[config.mk]
export PLATFORM = sky130hd
export DESIGN_NAME = aphi_host_port
export DESIGN_NICKNAME = d
export VERILOG_FILES = /design/src/aphi_pkg.sv /design/src/aphi_fifo.sv /design/src/aphi_host_port.sv
export SDC_FILE = /design/constraint.sdc
export NUM_CORES = 1
export LEC_CHECK = 0
export ABC_AREA = 0
export BUFFER_PORTS_ARGS = -buffer_cell sky130_fd_sc_hd__buf_4
export CAP_MARGIN = 20
export CORE_ASPECT_RATIO = 1.2
export CORE_MARGIN = 3
export CORE_UTILIZATION = 35
export CTS_CLUSTER_DIAMETER = 60
export DETAILED_ROUTE_END_ITERATION = 16
export GPL_ROUTABILITY_DRIVEN = 0
export SLEW_MARGIN = 20
export SYNTH_ARGS = -nofsm -noshare
export SYNTH_HDL_FRONTEND = slang
export SYNTH_SLANG_ARGS = --single-unit
[constraint.sdc]
create_clock -name mclk -period 6.4 [get_ports mclk]
set_input_delay 0.32 -clock mclk [delete_from_list [all_inputs] [get_ports mclk]]
set_output_delay 0.32 -clock mclk [all_outputs]
set_load 0.03 [all_outputs]
[src/aphi_pkg.sv]
// Package with constants and carrier types of the parallel host port.
package aphi_pkg;

    localparam int CHAN_COUNT  = 8;
    localparam int DATA_W      = 16;
    localparam int ADDR_W      = 7;
    localparam int FIFO_DEPTH  = 8;

    localparam int CMD_RW_BIT  = 15;
    localparam int CMD_ADDR_HI = 14;
    localparam int CMD_ADDR_LO = 8;

    localparam int HDR_RESET_BIT = 7;
    localparam int HDR_FAULT_BIT = 6;
    localparam int HDR_OPEN_BIT  = 5;

    localparam logic [2:0]  CHAN_TAG_FIRST = 3'h0;
    localparam logic [2:0]  CHAN_TAG_LAST  = 3'h7;
    localparam logic [7:0]  REG_RESET_VAL  = 8'h00;
    localparam logic [15:0] CRC_SEED       = 16'hFFFF;
    localparam logic [15:0] CRC_POLY       = 16'h1021;
    localparam logic [15:0] BUS_ZERO       = 16'h0000;

    typedef struct packed {
        logic       nCs;
        logic       nRd;
        logic       nWr;
        logic       busy;
    } aphi_strobe_s;

    typedef struct packed {
        logic [DATA_W-1:0] value;
        logic              resetSeen;
        logic              digitalFault;
        logic              openInput;
    } aphi_sample_s;

    typedef enum logic [2:0] {
        ST_ADC_DATA   = 3'b001,
        ST_ADC_STATUS = 3'b010,
        ST_ADC_CRC    = 3'b100
    } aphi_frame_e;

endpackage

[src/aphi_fifo.sv]
// Parameterised valid and ready FIFO.
`timescale 1ns/1ps
module aphi_fifo #(
    parameter int WIDTH = 19,
    parameter int DEPTH = 8
) (
    input  wire logic             mclk,
    input  wire logic             rstn,
    input  wire logic [WIDTH-1:0] inData,
    input  wire logic             inValid,
    output logic                  inReady,
    output logic      [WIDTH-1:0] outData,
    output logic                  outValid,
    input  wire logic             outReady
);
    localparam int AW = $clog2(DEPTH);

    logic [WIDTH-1:0] mem [DEPTH];
    logic [AW-1:0]    wrPtr_q;
    logic [AW-1:0]    rdPtr_q;
    logic [AW:0]      count_q;
    logic             doPush;
    logic             doPop;
    logic             ready_q;

    assign inReady  = ready_q;
    assign outValid = (count_q != '0);
    assign outData  = mem[rdPtr_q];
    assign doPush   = inValid && inReady;
    assign doPop    = outValid && outReady;

    always_ff @(posedge mclk) begin
        if (doPush) begin
            mem[wrPtr_q] <= inData;
        end
    end

    always_ff @(posedge mclk or negedge rstn) begin
        if (!rstn) begin
            wrPtr_q <= '0;
            rdPtr_q <= '0;
            count_q <= '0;
            ready_q <= 1'b1;
        end else begin
            if (doPush) begin
                wrPtr_q <= (wrPtr_q == AW'(DEPTH-1)) ? '0 : wrPtr_q + 1'b1;
            end
            if (doPop) begin
                rdPtr_q <= (rdPtr_q == AW'(DEPTH-1)) ? '0 : rdPtr_q + 1'b1;
            end
            if (doPush && !doPop) begin
                count_q <= count_q + 1'b1;
                ready_q <= (count_q != (AW+1)'(DEPTH-1));
            end else if (doPop && !doPush) begin
                count_q <= count_q - 1'b1;
                ready_q <= 1'b1;
            end
        end
    end

endmodule // aphi_fifo

[src/aphi_host_port.sv]
// Parallel host port: result readout, status header, CRC and register mode.
`timescale 1ns/1ps
module aphi_host_port (
    input  wire logic                      mclk,
    input  wire logic                      rstn,
    input  wire logic                      interfaceSelectStrap,
    input  wire logic [2:0]                oversamplingSelectPins,
    input  wire logic                      nCs,
    input  wire logic                      nRd,
    input  wire logic                      nWr,
    input  wire logic                      busy,
    input  wire logic [15:0]               parallelDataBusIn,
    output logic      [15:0]               parallelDataBusOut,
    output logic                           parallelDataBusOe,
    output logic                           firstChannelFlagOut,
    output logic                           firstChannelFlagOe,
    input  wire aphi_pkg::aphi_sample_s    sampleIn,
    input  wire logic                      sampleValid,
    output logic                           sampleReady,
    input  wire logic                      statusEnable,
    input  wire logic                      crcEnable,
    input  wire logic [7:0]                regReadData,
    output logic      [6:0]                regAddr,
    output logic      [7:0]                regWriteData,
    output logic                           regWriteStrobe,
    output logic                           registerMode
);
    import aphi_pkg::*;

    // ************************************************************
    // Input synchronisers.
    // ************************************************************
    localparam int SYNC_W = 20;
    logic [SYNC_W-1:0] sync1_q;
    logic [SYNC_W-1:0] sync2_q;
    logic [SYNC_W-1:0] sync3_q;
    logic [SYNC_W-1:0] pinsRaw;
    aphi_strobe_s      strobe_q;
    aphi_strobe_s      strobePrev_q;
    logic [15:0]       busIn_q;

    assign pinsRaw = {nCs, nRd, nWr, busy, parallelDataBusIn};

    always_ff @(posedge mclk or negedge rstn) begin
        if (!rstn) begin
            sync1_q <= {4'hE, BUS_ZERO};
            sync2_q <= {4'hE, BUS_ZERO};
            sync3_q <= {4'hE, BUS_ZERO};
        end else begin
            sync1_q <= pinsRaw;
            sync2_q <= sync1_q;
            sync3_q <= sync2_q;
        end
    end

    // A strobe change counts only once the second and third stages agree.
    always_ff @(posedge mclk or negedge rstn) begin
        if (!rstn) begin
            strobe_q     <= '{nCs: 1'b1, nRd: 1'b1, nWr: 1'b1, busy: 1'b0};
            strobePrev_q <= '{nCs: 1'b1, nRd: 1'b1, nWr: 1'b1, busy: 1'b0};
            busIn_q      <= BUS_ZERO;
        end else begin
            if (sync2_q[19] == sync3_q[19]) strobe_q.nCs  <= sync3_q[19];
            if (sync2_q[18] == sync3_q[18]) strobe_q.nRd  <= sync3_q[18];
            if (sync2_q[17] == sync3_q[17]) strobe_q.nWr  <= sync3_q[17];
            if (sync2_q[16] == sync3_q[16]) strobe_q.busy <= sync3_q[16];
            busIn_q      <= sync3_q[15:0];
            strobePrev_q <= strobe_q;
        end
    end

    logic rdFall;
    logic wrRise;
    logic busyFall;
    logic parallelSel;
    logic softwareMode;

    assign rdFall       = strobePrev_q.nRd && !strobe_q.nRd && !strobe_q.nCs;
    assign wrRise       = !strobePrev_q.nWr && strobe_q.nWr && !strobe_q.nCs;
    assign busyFall     = strobePrev_q.busy && !strobe_q.busy;
    assign parallelSel  = !interfaceSelectStrap;
    assign softwareMode = (oversamplingSelectPins == 3'h7);

    // ************************************************************
    // CRC step.
    // ************************************************************
    function automatic logic [15:0] crcStep(input logic [15:0] crc, input logic [15:0] word);
        logic [15:0] c;
        c = crc;
        for (int i = 15; i >= 0; i--) begin
            c = (c[15] ^ word[i]) ? ((c << 1) ^ CRC_POLY) : (c << 1);
        end
        return c;
    endfunction

    // ************************************************************
    // Sample FIFO and output result registers.
    // ************************************************************
    aphi_sample_s fifoOut;
    logic         fifoValid;
    logic         fifoPop;
    aphi_sample_s result_q [CHAN_COUNT];
    logic [2:0]   loadIdx_q;
    logic         loading_q;

    aphi_fifo #(
        .WIDTH ($bits(aphi_sample_s)),
        .DEPTH (FIFO_DEPTH)
    ) u_fifo (
        .mclk     (mclk),
        .rstn     (rstn),
        .inData   (sampleIn),
        .inValid  (sampleValid),
        .inReady  (sampleReady),
        .outData  (fifoOut),
        .outValid (fifoValid),
        .outReady (fifoPop)
    );

    // Conversion words drain into the result registers only after busy falls.
    assign fifoPop = loading_q && fifoValid;

    always_ff @(posedge mclk or negedge rstn) begin
        if (!rstn) begin
            loading_q <= 1'b0;
            loadIdx_q <= CHAN_TAG_FIRST;
        end else if (busyFall) begin
            loading_q <= 1'b1;
            loadIdx_q <= CHAN_TAG_FIRST;
        end else if (fifoPop) begin
            loadIdx_q <= loadIdx_q + 3'h1;
            if (loadIdx_q == CHAN_TAG_LAST) loading_q <= 1'b0;
        end
    end

    always_ff @(posedge mclk) begin
        if (fifoPop) result_q[loadIdx_q] <= fifoOut;
    end

    // ************************************************************
    // ADC readout sequencer.
    // ************************************************************
    aphi_frame_e frame_q;
    logic [2:0]  chan_q;
    logic [15:0] crc_q;
    logic [15:0] nextWord;
    logic        stepOk;
    logic        useStatus;
    logic        useCrc;

    assign useStatus = softwareMode && statusEnable;
    assign useCrc    = softwareMode && crcEnable;
    assign stepOk    = parallelSel && !registerMode && rdFall;

    always_comb begin
        nextWord = BUS_ZERO;
        case (frame_q)
            ST_ADC_DATA: begin
                nextWord = result_q[chan_q].value;
            end
            ST_ADC_STATUS: begin
                nextWord = BUS_ZERO;
                nextWord[8 + HDR_RESET_BIT] = result_q[chan_q].resetSeen;
                nextWord[8 + HDR_FAULT_BIT] = result_q[chan_q].digitalFault;
                nextWord[8 + HDR_OPEN_BIT]  = result_q[chan_q].openInput;
                nextWord[10:8]              = chan_q;
            end
            ST_ADC_CRC: begin
                nextWord = crc_q;
            end
            default: begin
                nextWord = BUS_ZERO;
            end
        endcase
    end

    always_ff @(posedge mclk or negedge rstn) begin
        if (!rstn) begin
            frame_q <= ST_ADC_DATA;
            chan_q  <= CHAN_TAG_FIRST;
            crc_q   <= CRC_SEED;
        end else if (busyFall || registerMode) begin
            frame_q <= ST_ADC_DATA;
            chan_q  <= CHAN_TAG_FIRST;
            crc_q   <= CRC_SEED;
        end else if (stepOk) begin
            case (frame_q)
                ST_ADC_DATA: begin
                    crc_q <= crcStep(crc_q, nextWord);
                    if (useStatus) begin
                        frame_q <= ST_ADC_STATUS;
                    end else if (chan_q == CHAN_TAG_LAST) begin
                        frame_q <= useCrc ? ST_ADC_CRC : ST_ADC_DATA;
                        chan_q  <= CHAN_TAG_FIRST;
                    end else begin
                        chan_q <= chan_q + 3'h1;
                    end
                end
                ST_ADC_STATUS: begin
                    crc_q <= crcStep(crc_q, nextWord);
                    if (chan_q == CHAN_TAG_LAST) begin
                        frame_q <= useCrc ? ST_ADC_CRC : ST_ADC_DATA;
                        chan_q  <= CHAN_TAG_FIRST;
                    end else begin
                        frame_q <= ST_ADC_DATA;
                        chan_q  <= chan_q + 3'h1;
                    end
                end
                ST_ADC_CRC: begin
                    frame_q <= ST_ADC_DATA;
                    crc_q   <= CRC_SEED;
                end
                default: begin
                    frame_q <= ST_ADC_DATA;
                end
            endcase
        end
    end

    // ************************************************************
    // Register mode commands.
    // ************************************************************
    always_ff @(posedge mclk or negedge rstn) begin
        if (!rstn) begin
            registerMode   <= 1'b0;
            regAddr        <= 7'h00;
            regWriteData   <= REG_RESET_VAL;
            regWriteStrobe <= 1'b0;
        end else begin
            regWriteStrobe <= 1'b0;
            if (!softwareMode || !parallelSel) begin
                registerMode <= 1'b0;
            end else if (wrRise) begin
                if (busIn_q == BUS_ZERO) begin
                    registerMode <= 1'b0;
                end else if (busIn_q[CMD_RW_BIT]) begin
                    registerMode <= 1'b1;
                    regAddr      <= busIn_q[CMD_ADDR_HI:CMD_ADDR_LO];
                end else if (registerMode) begin
                    regAddr        <= busIn_q[CMD_ADDR_HI:CMD_ADDR_LO];
                    regWriteData   <= busIn_q[7:0];
                    regWriteStrobe <= 1'b1;
                end
            end
        end
    end

    // ************************************************************
    // Bus and first-channel flag drivers.
    // ************************************************************
    always_ff @(posedge mclk or negedge rstn) begin
        if (!rstn) begin
            parallelDataBusOe  <= 1'b0;
            firstChannelFlagOe <= 1'b0;
        end else begin
            firstChannelFlagOe <= parallelSel && !strobe_q.nCs;
            if (registerMode) begin
                parallelDataBusOe <= !strobe_q.nCs && !strobe_q.nRd;
            end else begin
                // The bus is released while the host drives a command frame.
                parallelDataBusOe <= parallelSel && !strobe_q.nCs && strobe_q.nWr;
            end
        end
    end

    always_ff @(posedge mclk or negedge rstn) begin
        if (!rstn) begin
            parallelDataBusOut  <= BUS_ZERO;
            firstChannelFlagOut <= 1'b0;
        end else if (parallelSel && rdFall) begin
            if (registerMode) begin
                parallelDataBusOut  <= {1'b0, regAddr, regReadData};
                firstChannelFlagOut <= 1'b0;
            end else begin
                parallelDataBusOut  <= nextWord;
                firstChannelFlagOut <= (frame_q == ST_ADC_DATA) && (chan_q == CHAN_TAG_FIRST);
            end
        end
    end

endmodule // aphi_host_port

==> run summary <==
Int Power: 0.00713 W
Seq pwr share: 42.3%
Kind of critical path: register to register
Final min period: 3.70 ns
Min-delay worst type: input pin to register
Crit Path Max Fanout: 22
Count of final hold-check violations: 0
CP arrival: 4.19 ns
VDD IR-drop max: 269 uV
CTS H-tree depth: 2
Buf/Inv on CP: 1
Layout cell share with drive strength beyond 1: 30.2%
Root Driver: clkbuf_16
Buffers on Ports: 92
Reg2reg start: chan_q[0]$_DFFE_PN0P_
Critical-path cell list: buf_4 -> mux4_2 -> a22oi_1 -> mux2i_2 -> xor2_1 -> xor2_1 -> xnor2_1 -> xnor2_1 -> a21oi_1
Crit path max-delay family: XOR/XNOR gates
Number of antenna violations at the first check in global routing: 0
Clk_skew: 0.0130 ns
Max clock buf depth: 3
Avg Inst Size Synth: 17.7 um2
Clock Latency Late Sink: 0.57 ns
CTS clk-pin slew, worst paths: 0.06 ns
WL per Instance: 19.0 um
Setup bufs post-CTS: 0
Path depth of the worst reg2reg path: 9
Pin count of the biggest net entering global routing: 90
Hold Path Stages: 3
I/O Pins: 93
Net Sw Power: 0.00320 W
Starting Density: 35.6%
Worst Hold Launch: crcEnable
CP max stage delay: 0.81 ns
Number of cells on the critical path: 9
Remaining global-route overflow: 0
Row Count: 90
DRC viols: 0
Outcome: finished, final reports clean
CTS tree: built
Register area share after synthesis: 72.9%
Inst Count DP: 1732
Largest cells by area after synthesis: edfxtp_1, dfrtp_1, mux4_2
Seq cells post-synth: 460
Drt first pass iters: 5
Final setup fails: 0
Yosys cell types: 65
Clock power share: 26.3%
Synth area leader: edfxtp_1
Nets: 1249
Placeable Area: 50400 um2
Post-synth EDFFs: 304
CTS Sinks: 460
Syn Inst Count: 1014
Final WL: 35400 um
Max-Cap Viols: 0
Net Count, Synth: 1083
Slew Limit Fails: 0
Hold path endpoint: frame_q[2]$_DFFE_PN0P_
Area of the mapped netlist: 17900 um2
Post-route insts no fill: 1862
Count leader, synth: edfxtp_1
Net Sw Frac: 31.0%
Worst R2R End: crc_q[8]$_DFFE_PN1P_
Chip Width: 213 um
Main flop type after synthesis: edfxtp_1
Comb pwr share: 31.4%
Yosys top cell area share: 50.9%
First-pass GRT wire length: 55400 um
Final period util: 57.8%
Critical Path RT: 6.89 ns
Critical Path Start Type: register
Final core occ: 42.5%
Ant diodes: 0
Drt initial violations: 627
Die ar.: 54000 um2
Slowest cell on crit path: dfrtp_2
Top cells by count, synth: edfxtp_1, dfrtp_1, nand2_1
Final TNS setup: 0 ns
Die H: 254 um
Kind of end point of the critical path: register
Vias per cell: 4.94
Detailed placer's ending HPWL: 21200 um
Slew HR: 25.0%
Total number of vias: 9203
TritonCTS Buffers: 48
Post-synth ARST share: 33.9%
Worst-Margin Slew: 1.13 ns
Pleak: 7.86 nW
Post-route ant nets: 0
R2r setup slk: 2.70 ns
Max Freq: 271 MHz
Area Growth Syn to Fin: 19.6%
Synth warn: 0
RSZ-0062 raised after global routing: false
Vias in the first global route: 9615
PwrDens: 481 nW/um2
GRT Total Usage: 13.3%
repair_timing:
action	in CTS	in global routing
resized for setup	0	0
hold buffers	41	0
endpoints found under the hold margin	209	0
sequential cells by signal, summed over array words and instances (netlist names), 3 cells and up:
signal              flops
result_q              152
u_fifo.mem            152
sync1_q                20
sync2_q                20
sync3_q                20
busIn_q                16
crc_q                  16
parallelDataBusOut     16
regWriteData            8
regAddr                 7
strobe_q                4
u_fifo.count_q          4
chan_q                  3
frame_q                 3
loadIdx_q               3
strobePrev_q            3
u_fifo.rdPtr_q          3
u_fifo.wrPtr_q          3
worst register-to-register path, delay by kind of cell, from the launching register on:
| kind | cells | cell delay (ns) |
|---|---|---|
| flip-flops | 1 | 0.81 |
| XOR/XNOR | 4 | 0.99 |
| multiplexers | 2 | 0.91 |
| AO/OA/AOI/OAI | 2 | 0.46 |
| buffers and inverters | 1 | 0.47 |
cells in the final DEF, fill, tap and decap left out, types with 8 or more instances in the layout:
cell type and instances:
xnor2_1 23, a22oi_1 9, dfrtp_1 121, nor2_1 51
buf_4 117, nand2b_1 8, nor2b_1 9, mux2i_1 15
a21oi_1 54, nor3_2 8, dlygate4sd3_1 41, dfstp_2 32
clkbuf_16 51, clkbuf_1 9, nand2_1 76, xor2_1 12
mux2_2 32, ha_1 12, edfxtp_1 304, clkinv_1 8
mux4_2 74, nor4_1 8, inv_1 8, o21ai_0 23
power by group through the flow:
stage | sequential (W) | combinational [W] | clock (W)
6_report | 0.00437 | 0.00324 | 0.00271
5_1_grt | 0.00444 | 0.00358 | 0.00291
2_1_floorplan | 0.00444 | 0.00233 | 0
3_5_place_dp | 0.00444 | 0.00327 | 0
3_3_place_gp | 0.00442 | 0.00322 | 0
4_1_cts | 0.00439 | 0.00331 | 0.00279
worst max-delay path by stage:
stage	from	end	slack (ns)
after floorplan	u_fifo.inReady$_DFFE_PN1P_	u_fifo.mem[0][0]$_DFFE_PP_	3.26
after global placement	chan_q[1]$_DFFE_PN0P_	crc_q[9]$_DFFE_PN1P_	2.59
after detailed placement	chan_q[1]$_DFFE_PN0P_	crc_q[9]$_DFFE_PN1P_	2.56
after CTS	chan_q[1]$_DFFE_PN0P_	crc_q[9]$_DFFE_PN1P_	2.54
after global routing	chan_q[0]$_DFFE_PN0P_	crc_q[8]$_DFFE_PN1P_	2.33
final	chan_q[0]$_DFFE_PN0P_	crc_q[8]$_DFFE_PN1P_	2.70
layer usage:
metal / GRT usage, % / up-vias / wire length (um) / share of wire [%]
li1: - / 4226 / - / -
met1: 17.2 / 4707 / 15200 / 43
met2: 22.6 / 217 / 17800 / 50
met3: 2.38 / 53 / 1660 / 4.7
met4: 4.35 / 0 / 782 / 2.2
met5: 0 / - / 0 / 0
cell families after synthesis:
kind of cell / share of synthesized area [%]
muxes: 12.6
AOI/OAI and AO/OA: 4.34
DFF: 72.9
adders and majority gates: 1.17
buffers and inverters: 1.48
and+or+nand+nor: 5.07
xor gates and xnor gates: 2.47
cell type report:
class / instances / area (um2)
Clock inverter: 28 / 245
Timing Repair Buffer: 161 / 1330
Fill cell: 4479 / 29000
Inverter: 9 / 33.8
Multi-Input combinational cell: 500 / 4660
Clock buffer: 60 / 1310
Sequential cell: 460 / 13100
Tap cell: 644 / 806
stage by stage:
stage          instance area (um2)  worst slack (ns)  hold WS, ns  power, W
2_1_floorplan                17900              3.26       0.0244   0.00677
3_5_place_dp                 19500              2.56        0.335   0.00771
4_1_cts                      21400              2.54       0.0117    0.0105
3_3_place_gp                 19500              2.59        0.332   0.00764
5_1_grt                      21500              2.33       0.0375    0.0109
6_report                     21500              2.70       0.0488    0.0103
Power figures use the tool's default switching activity.
